===== src/pio_pkg.sv =====
/*
  Shared constants and carrier types for the peripheral-side programmed I/O bus port.
  Assumes one 40 MHz clock and processor bus pins that arrive asynchronously.
*/
package pio_pkg;

  localparam int SEL_W  = 6;
  localparam int WORD_W = 12;
  localparam int QUAL_W = 2;

  // Default select codes for the two channels (octal 34 and 35)
  localparam logic [SEL_W-1:0]  OUT_CODE_DEF = 6'h1C;
  localparam logic [SEL_W-1:0]  IN_CODE_DEF  = 6'h1D;

  // Values after reset
  localparam logic [WORD_W-1:0] RST_WORD     = 12'h000;
  localparam logic              RST_IN_DONE  = 1'b0;
  localparam logic              RST_LEVEL    = 1'b0;

  // Lines sampled from the processor bus
  typedef struct packed {
    logic              pulse_first;
    logic              pulse_second;
    logic              pulse_fourth;
    logic [SEL_W-1:0]  sel_true;
    logic [SEL_W-1:0]  sel_comp;
    logic [WORD_W-1:0] arith;
  } pio_bus_type;

  // Open-drain lines toward the processor
  typedef struct packed {
    logic              skip;
    logic              zero;
    logic              irq;
    logic [WORD_W-1:0] acc_in;
  } pio_drive_type;

  // One group of three pulses, event times 1, 2 and 3
  typedef struct packed {
    logic first;
    logic second;
    logic fourth;
  } pio_cmd_type;

  typedef enum logic [1:0] {
    OUT_DONE = 2'b00,
    OUT_IDLE = 2'b01,
    OUT_BUSY = 2'b10
  } pio_out_state_type;

  // Selected-code match over chosen-polarity select lines
  function automatic logic pio_code_match(input logic [SEL_W-1:0] sel_true,
                                          input logic [SEL_W-1:0] sel_comp,
                                          input logic [SEL_W-1:0] code);
    return &((sel_true & code) | (sel_comp & ~code));
  endfunction

endpackage


===== src/pio_periph.sv =====
/*
  Peripheral controller on the programmed I/O bus: an output channel that
  receives words from the processor and an input channel that supplies them,
  each with its own busy/done flag and skip gate, sharing one interrupt request.
  Assumes processor pins arrive asynchronously and open-drain lines are
  resolved outside, low while any enable is high.
*/
// Function
// [RULE1] Processor treats opcode 6 in bits 0-2 as I/O transfer.
// [RULE2] Processor stretches the cycle to 4.25 us and enables pulses.
// [RULE3] Slow cycle with third timing pulse starts I/O and holds timing.
// [RULE4] Three time states gated by bits 11, 10, 9 give three pulses.
// [RULE5] A pulse appears only when its bit is one; timing never changes.
// [RULE6] Processor strobes the interface lines at the end of each pulse.
// [RULE7] After the third state the hold is cleared and timing restarts.
// [RULE8] Every I/O instruction uses the same stretched cycle.
// [RULE9] Event 1 skips, event 2 clears flags or AC, event 3 moves data.
// [RULE10] Processor buses true and complement select bits 3 to 8.
// [RULE11] A channel is enabled only by its own code and regenerates pulses.
// [RULE12] Each group of three commands needs a channel with a distinct code.
// [RULE13] Channel decodes six chosen-polarity lines plus two qualifiers, low output.
// [RULE14] Selected channel gives positive command pulses and inverted copies.
// [RULE15] Commands go to skip, input, output gates or AC clear.
// [RULE16] Skip gate grounds the skip line when flag and command are true.
// [RULE17] Processor samples skip at pulse end and increments PC by one.
// [RULE18] Output device strobes the buffered AC into its register on command.
// [RULE19] Input device drives its register onto the AC input bus on command.
// [RULE20] Busy/done flag; a command with flag set pulses the skip line.
// [RULE21] All transfers go through the 12-bit accumulator in parallel.
// [RULE22] An interrupt request makes the processor save state and service; the model saves nothing and only sets pc to 1.
// [RULE23] A grounded AC input line sets that accumulator bit.
// [RULE24] Without AC clear, the loaded word ORs with the old contents.
// [RULE25] Lines not from flip-flops are asserted when high.
// [RULE26] Processor pulses never overlap; reset clears the hold flip-flop.
`timescale 1ns/1ps
module pio_periph #(
  parameter logic [pio_pkg::SEL_W-1:0] OUT_CODE = pio_pkg::OUT_CODE_DEF,
  parameter logic [pio_pkg::SEL_W-1:0] IN_CODE  = pio_pkg::IN_CODE_DEF
) (
  // Clock and reset
  input  wire logic                       clk_in,
  input  wire logic                       rst_n_in,
  // Processor bus, sampled
  input  wire pio_pkg::pio_bus_type       bus_in,
  // Open-drain lines: level seen, value driven, enable
  input  wire pio_pkg::pio_drive_type     line_in,
  output pio_pkg::pio_drive_type          line_out,
  output pio_pkg::pio_drive_type          line_oe_out,
  // Device enable and interrupt enable
  input  wire logic                       dev_enable_in,
  input  wire logic                       irq_enable_in,
  // Words received from the processor
  output logic [pio_pkg::WORD_W-1:0]      out_data_out,
  output logic                            out_valid_out,
  input  wire logic                       out_ack_in,
  // Words sent to the processor
  input  wire logic [pio_pkg::WORD_W-1:0] in_data_in,
  input  wire logic                       in_valid_in,
  output logic                            in_ready_out,
  // Selection status
  output logic                            out_selected_n_out,
  output logic                            in_selected_n_out
);
  import pio_pkg::*;

  generate
    if (OUT_CODE == IN_CODE) begin : g_code_check
      $error("pio_periph: the two channels need distinct select codes");  // [RULE12]
    end
  endgenerate

  pio_bus_type       bus_meta;
  pio_bus_type       bus_sync;
  pio_cmd_type       processor_io_pulse;
  pio_cmd_type       out_cmd;
  pio_cmd_type       in_cmd;
  pio_cmd_type       out_cmd_prev;
  pio_cmd_type       in_cmd_prev;
  pio_cmd_type       out_rise;
  pio_cmd_type       in_rise;
  pio_out_state_type out_state;
  logic              in_done;
  logic [WORD_W-1:0] in_word;
  pio_drive_type     next_drive;
  pio_drive_type     drive;
  logic [QUAL_W-1:0] qual;

  // Two-stage synchroniser for every processor pin
  always_ff @(posedge clk_in or negedge rst_n_in) begin
    if (!rst_n_in) begin
      bus_meta <= '0;
      bus_sync <= '0;
    end else begin
      bus_meta <= bus_in;
      bus_sync <= bus_meta;
    end
  end

  // Pulses are positive when asserted
  assign processor_io_pulse  = {bus_sync.pulse_first, bus_sync.pulse_second, bus_sync.pulse_fourth}; // [RULE25]
  assign qual = {dev_enable_in, 1'b1};

  pio_selector #(.CODE(OUT_CODE)) u_out_sel (
    .sel_true_in    (bus_sync.sel_true),
    .sel_comp_in    (bus_sync.sel_comp),
    .qual_in        (qual),
    .iop_in         (processor_io_pulse),
    .selected_n_out (out_selected_n_out),
    .cmd_out        (out_cmd),
    .cmd_n_out      ()
  );

  pio_selector #(.CODE(IN_CODE)) u_in_sel (
    .sel_true_in    (bus_sync.sel_true),
    .sel_comp_in    (bus_sync.sel_comp),
    .qual_in        (qual),
    .iop_in         (processor_io_pulse),
    .selected_n_out (in_selected_n_out),
    .cmd_out        (in_cmd),
    .cmd_n_out      ()
  );

  // Leading edges of command pulses
  always_ff @(posedge clk_in or negedge rst_n_in) begin
    if (!rst_n_in) begin
      out_cmd_prev <= '0;
      in_cmd_prev  <= '0;
    end else begin
      out_cmd_prev <= out_cmd;
      in_cmd_prev  <= in_cmd;
    end
  end

  assign out_rise = out_cmd & ~out_cmd_prev;
  assign in_rise  = in_cmd & ~in_cmd_prev;

  // Output channel: event 2 clears the flag, event 3 strobes the word
  always_ff @(posedge clk_in or negedge rst_n_in) begin
    if (!rst_n_in) begin
      out_state <= OUT_DONE;
    end else begin
      unique case (out_state)
        OUT_DONE: begin
          if (out_rise.fourth) begin
            out_state <= OUT_BUSY;                                    // [RULE18]
          end else if (out_rise.second) begin
            out_state <= OUT_IDLE;                                    // [RULE9]
          end
        end
        OUT_IDLE: begin
          if (out_rise.fourth) begin
            out_state <= OUT_BUSY;                                    // [RULE18]
          end
        end
        OUT_BUSY: begin
          if (out_ack_in) begin
            out_state <= OUT_DONE;                                    // [RULE20]
          end
        end
        default: begin
          out_state <= OUT_DONE;
        end
      endcase
    end
  end

  always_ff @(posedge clk_in or negedge rst_n_in) begin
    if (!rst_n_in) begin
      out_data_out <= RST_WORD;
    end else if (out_rise.fourth) begin
      out_data_out <= bus_sync.arith;                                 // [RULE18] [RULE9]
    end
  end

  assign out_valid_out = (out_state == OUT_BUSY);

  // Input channel flag: user load sets it, event 2 clears it
  always_ff @(posedge clk_in or negedge rst_n_in) begin
    if (!rst_n_in) begin
      in_done <= RST_IN_DONE;
    end else if (in_valid_in && !in_done) begin
      in_done <= 1'b1;                                                // [RULE20]
    end else if (in_rise.second) begin
      in_done <= 1'b0;                                                // [RULE9]
    end
  end

  always_ff @(posedge clk_in or negedge rst_n_in) begin
    if (!rst_n_in) begin
      in_word <= RST_WORD;
    end else if (in_valid_in && !in_done) begin
      in_word <= in_data_in;
    end
  end

  assign in_ready_out = !in_done;

  // Line drive, held for the whole command pulse so the processor
  // samples a settled level at its end
  always_comb begin
    next_drive        = '0;
    next_drive.skip   = (out_cmd.first && (out_state == OUT_DONE))
                        || (in_cmd.first && in_done);                 // [RULE16] [RULE20] [RULE15]
    next_drive.zero   = in_cmd.second;                                // [RULE15] [RULE9]
    next_drive.acc_in = in_cmd.fourth ? in_word : RST_WORD;           // [RULE19] [RULE21]
    next_drive.irq    = irq_enable_in && ((out_state == OUT_DONE) || in_done);
  end

  always_ff @(posedge clk_in or negedge rst_n_in) begin
    if (!rst_n_in) begin
      drive <= '0;
    end else begin
      drive <= next_drive;
    end
  end

  // Open-drain: enable high grounds the line
  assign line_oe_out = drive;
  assign line_out    = '0;

endmodule


===== src/pio_selector.sv =====
/*
  One device selector channel: decodes its select code and regenerates the
  three processor pulses as positive and inverted command pulses.
  Assumes its inputs are already synchronised to the local clock.
*/
`timescale 1ns/1ps
module pio_selector #(
  parameter logic [pio_pkg::SEL_W-1:0] CODE = pio_pkg::OUT_CODE_DEF
) (
  // Bussed select code and processor pulses
  input  wire logic [pio_pkg::SEL_W-1:0]  sel_true_in,
  input  wire logic [pio_pkg::SEL_W-1:0]  sel_comp_in,
  input  wire logic [pio_pkg::QUAL_W-1:0] qual_in,
  input  wire pio_pkg::pio_cmd_type       iop_in,
  // Selection and command pulses
  output logic                            selected_n_out,
  output pio_pkg::pio_cmd_type            cmd_out,
  output pio_pkg::pio_cmd_type            cmd_n_out
);
  import pio_pkg::*;

  // Six-line NAND with two qualifier inputs, low when selected
  assign selected_n_out = ~(pio_code_match(sel_true_in, sel_comp_in, CODE)
                            & (&qual_in));                              // [RULE11] [RULE13]
  assign cmd_out   = selected_n_out ? 3'h0 : iop_in;                   // [RULE14]
  assign cmd_n_out = ~cmd_out;                                         // [RULE14]

endmodule


===== config.mk =====
export PLATFORM = sky130hd
export DESIGN_NAME = pio_periph
export DESIGN_NICKNAME = d
export VERILOG_FILES = /design/src/pio_pkg.sv /design/src/pio_periph.sv /design/src/pio_selector.sv
export SDC_FILE = /design/constraint.sdc
export NUM_CORES = 1
export LEC_CHECK = 0
export ABC_CLOCK_PERIOD_IN_PS = 4100
export BUFFER_PORTS_ARGS = -buffer_cell sky130_fd_sc_hd__buf_4
export CAP_MARGIN = 15
export CORE_ASPECT_RATIO = 0.5
export CORE_MARGIN = 5
export CORE_UTILIZATION = 24
export CTS_BUF_LIST = sky130_fd_sc_hd__clkbuf_4 sky130_fd_sc_hd__clkbuf_8 sky130_fd_sc_hd__clkbuf_16
export DETAILED_ROUTE_END_ITERATION = 10
export PLACE_DENSITY = 0.55
export SYNTH_ARGS = -nofsm -noshare
export SYNTH_HDL_FRONTEND = slang
export SYNTH_SLANG_ARGS = --single-unit

===== constraint.sdc =====
create_clock -name clk_in -period 4.1 [get_ports clk_in]
set_input_delay 0.41 -clock clk_in [delete_from_list [all_inputs] [get_ports clk_in]]
set_output_delay 0.41 -clock clk_in [all_outputs]
set_load 0.1 [all_outputs]

**After elaboration in Yosys (flattened, before gate mapping)**

Cells that the tools add are included.
Widths: inputs -> output; s select.

- Equal/unequal tests: 5
- Multiplexer cells: 10
- Bitwise gates (word level): 10
- Reductions and logical operators: 12

Operators by type and width:

| operator | count |
|---|---|
| $mux 12 | 1 |
| $or 5x6->6 | 2 |
| $reduce_and 6->1 | 2 |
| $mux 2 | 4 |
| $mux 3 | 2 |
| $pmux 2 s3 | 1 |
| $and 2x2->2 | 2 |
| $logic_and 1x1->1 | 4 |
| $not 2->2 | 2 |
| $ne 3x3->1 const B | 1 |
| $reduce_and 3->1 | 1 |
| $and 1x1->1 | 2 |
| $eq 2x1->1 const B | 1 |
| $eq 2x2->1 const B | 1 |
| $logic_not 2->1 | 1 |
| $logic_or 1x1->1 | 2 |
| $mux 1 | 2 |
| $ne 2x1->1 const B | 1 |
| $ne 2x2->1 const B | 1 |
| $not 1->1 | 2 |
| $reduce_bool 2->1 | 1 |
| $logic_not 1->1 | 1 |

- Register bits: 97
- Logic and storage cells: 60

**Depth between registers and ports, before layout**

- Word-level depth: 8
- Gate-level depth with buffers: 4

**Hierarchy**

A second synthesis with hierarchy kept.

- Cells, all modules: 191
- Area, all modules: 3264.4 sq um

Modules (own cells, without submodules):

| module | instances | cells each | area each (sq um) | seq. area each (sq um) |
|---|---|---|---|---|
| pio_periph | 1 | 169 | 3121.7 | 2452.4 |
| pio_selector | 2 | 11 | 71.3 | 0.0 |

**Worst setup path after synthesis**

OpenSTA, ideal clock, no wires.

- Path type: register -> output
- Start point: register out_state[1]
- End point: output out_valid_out
- Data arrival time: 1.752 ns
- Data required time: 3.690 ns
- Setup slack: 1.938 ns
- Stages on the path, launching flop included: 2
- Buffers on the path: 0
- Cells stage by stage: dfrtp_1 -> nor2b_1

- Longest elaborated chain between the ends: 1

Ends and longest elaborated chain:

| item | RTL line | text |
|---|---|---|
| from (decl) | pio_periph.sv:81 | `pio_out_state_type out_state;` |
| from (signal assigned) | pio_periph.sv:140 | `out_state <= OUT_DONE;` |
| from (signal assigned) | pio_periph.sv:145 | `out_state <= OUT_BUSY;` |
| from (signal assigned) | pio_periph.sv:147 | `out_state <= OUT_IDLE;` |
| $eq 2x2->1 | pio_periph.sv:175 | `assign out_valid_out = (out_state == OUT_BUSY);` |
| to (decl) | pio_periph.sv:54 | `output logic out_valid_out,` |

No other way between the ends.

**Final worst setup path**

- Start point: register in_done
- End point: register in_word[7]

- Longest elaborated chain between the ends: 2

Ends and longest elaborated chain:

| item | RTL line | text |
|---|---|---|
| from (decl) | pio_periph.sv:82 | `logic in_done;` |
| from (signal assigned) | pio_periph.sv:180 | `in_done <= RST_IN_DONE;` |
| from (signal assigned) | pio_periph.sv:182 | `in_done <= 1'b1;` |
| from (signal assigned) | pio_periph.sv:184 | `in_done <= 1'b0;` |
| $logic_not 1->1 | pio_periph.sv:191 | `end else if (in_valid_in && !in_done) begin` |
| $logic_and 1x1->1 | pio_periph.sv:191 |  |
| to (signal assigned) | pio_periph.sv:192 | `in_word <= in_data_in;` |
| to (decl) | pio_periph.sv:83 | `logic [WORD_W-1:0] in_word;` |

No other way between the ends.
A chain may end at the register's enable or synchronous reset.

==> results.md <==
- Area of the multi-input gates: 614.3 um2
- Total number of vias: 1509
- Worst Path Arrival: between 2 and 2.5 ns
- Root Buffer: clkbuf_16
- Worst Hold Class: primary input to asynchronous set/reset pin
- Commonest non-fill, non-tap cell in the layout: dfrtp_1
- Clk pwr share: 0.380
- Synthesized instance count: around 170
- Clock Tree Buf Depth: 2
- Cts hold-fix bufs: 0
- CTS tree: built
- Final Max Tran Viols: 0
- Register area share after synthesis: 0.7573
- Status: finished clean
- Skew-Pair Late Insertion Delay: 0.33 ns
- FF-to-FF path depth: 2
- Final setup vio count: 0
- Startpoint type of the worst setup path: register
- R2r endpoint: in_word[7]
- Hold slack final: 0.03040 ns
- # fillers: 1189
- Synthesis Warnings: 0
- Syn-to-layout area delta: 32.92%
- H-tree depth: 3
- Setup crit end kind: register
- FF/Latch Area: 2202 um2
- Part of the power in registers: 0.492
- Setup TNS: 0 ns
- Initial DRC count: 57
- Final WS setup: 2.196 ns
- DP Cell Count: 403
- Detailed placer's ending HPWL: 3.707 mm
- Yosys cell types: 26
- Max-cap viol count: 0
- Crit path max fanout: 12
- Die Y: between 80 and 90 um
- Net count, final: slightly above 300
- Fin Clk Skew: 0.006380 ns
- FP Rows: 28
- Synthesized flop and latch total: 88
- Dpl ws: between 2 and 2.5 ns
- Die area: roughly 15000 um2
- Most frequent cells in the layout: dfrtp_1 (88), buf_4 (70), mux2_2 (16)
- Reg2reg setup slack: roughly 2.2 ns
- First-pass GRT wire length: 8.349 mm
- Num CTS Buffers: 9
- Layout cells sized above 1: 0.4431
- Initial antenna violation count: 0
- RSZ-0062 raised after global routing: false
- Area after DPL: 3560 um2
- Starting Density: 0.2456
- I/O pin count: 106
- Least-Margin Pin Slew: ~1.2 ns
- Drt drc: 0
- Synth Cell Area: 2908 um2
- Drt first pass iters: 3
- Final instance area: 3865 um2
- WP data required: between 4 and 5 ns
- Pwr Density: ~500 nW/um2
- Worst-path clk slew: 0.06 ns
- Sw Ratio: 0.2702
- Peak Freq: 525.1 MHz
- CP Class: register to register
- Largest net degree at the start of global routing: just under 90
- Tcrit/Tclk final: 0.4645
- Vias in the first global route: 1676
- Pleak: 0.001909 uW
- Antenna-violating nets left: 0
- VDD IR max: 0.1776 mV
- Overflow after GRT: 0
- Post-CTS Resized: 0
- Net switching power: 517.1 uW
- Total Routing Usage GR: 0.07394
- Avg WL per Cell: 12.26 um
- Setup bufs post-CTS: 0
- Die W: 165.7 um
- Ant. Diodes: 0
- Non-Filler Instances: 420
- Comb power frac: 0.127
- Worst Setup SP: in_done
- Clk sinks: just under 90
- Slew HR: 0.2070
- Via/cell ratio: between 3 and 4
- Area of the core: around 12000 um2
- Routed WL: 5.149 mm
- Final hold violation count: 0
- Syn Area/Cell: 16.91 um2
- Power Internal: about 1400 uW
- Reg2reg start: in_done
- # port buffers: 70
- Min Clock Period, post-route: 1.904 ns
- Gp weighted congestion: 0.6992
[stage by stage]
step / total power, uW / utilization
5_1_grt: 1993 / 0.3264
4_1_cts: 1938 / 0.3234
6_report: 1914 / 0.3264
3_5_place_dp: 1203 / 0.3006
2_1_floorplan: 1137 / -
3_3_place_gp: 1196 / 0.3006
[registers in the layout (all words and copies together), names as in the netlist]
signal / flops
bus_sync: 22
out_state: 2
in_word: 12
line_oe_out: 15
out_cmd_prev: 2
out_data_out: 12
in_done: 1
bus_meta: 22
[worst max-delay path, stage by stage, from the launching register on]
cell and delay [ns]:
dfrtp_1 0.44, nor2b_1 0.93, mux2_2 0.42
[power groups by stage]
stage	Combinational [uW]	Sequential, uW	Clock [uW]
after floorplan	110	1030	0
after global placement	239	958	0
after detailed placement	243	960	0
after CTS	243	944	751
after global routing	256	949	788
final	243	943	728
[per-layer routing]
metal,up-vias,track usage,wire (um)
met2,30,0.1394,2909
met4,0,0.03368,70
li1,695,-,-
met5,-,0,0
met1,779,0.07493,1938
met3,5,0.02750,231
[logic make-up after synthesis]
group | count (synthesis) | synth area share
flops | 88 | 0.7573
simple gates | 33 | 0.07358
mux | 24 | 0.1033
buf+inv | 21 | 0.04948
compound gates | 5 | 0.01506
other cells | 1 | 0.001290
[worst max path at each step]
| stage | to | slack [ns] |
|---|---|---|
| floorplan | out_valid_out | 1.94 |
| detailed placement | in_word[10] | 2.13 |
| finish | in_word[7] | 2.20 |
| CTS | in_word[7] | 2.20 |
| global placement | in_word[10] | 2.17 |
| global route | in_word[11] | 2.12 |
[synth_stat cells]
cell type   n  area [um2]
o32a_1      1       10.01
dfrtp_1    88        2202
and2b_1     1       7.510
mux2_4      8       120.1
nor3b_1     1       7.510
buf_4      15       112.6
clkbuf_1    1       3.750
a22o_1      1       8.760
and4_4      1       11.26
conb_1      1       3.750
nand3_1     1       5.000
nor3_1      1       5.000
and2_1     15       93.84
nand4_1     1       6.260
nand2_1     3       11.26
inv_1       3       11.26
buf_6       1       11.26
o2bb2ai_1   1       8.760
nor2_1      2       7.510
nand4_4     1       21.27
and3_1      3       18.77
a41oi_1     1       8.760
buf_2       1       5.000
nor2b_1     3       18.77
mux2_2     16       180.2
o21a_1      1       7.510
[layout make-up]
| cell class | instances | area share |
|---|---|---|
| Inverter | 3 | 0.002914 |
| Clock inverter | 6 | 0.01165 |
| Multi-Input combinational cell | 77 | 0.1590 |
| Sequential cell | 88 | 0.5698 |
| Timing Repair Buffer | 72 | 0.1450 |
| Clock buffer | 9 | 0.05827 |
| Tap cell | 165 | 0.05342 |
Power figures use the tool's default switching activity.
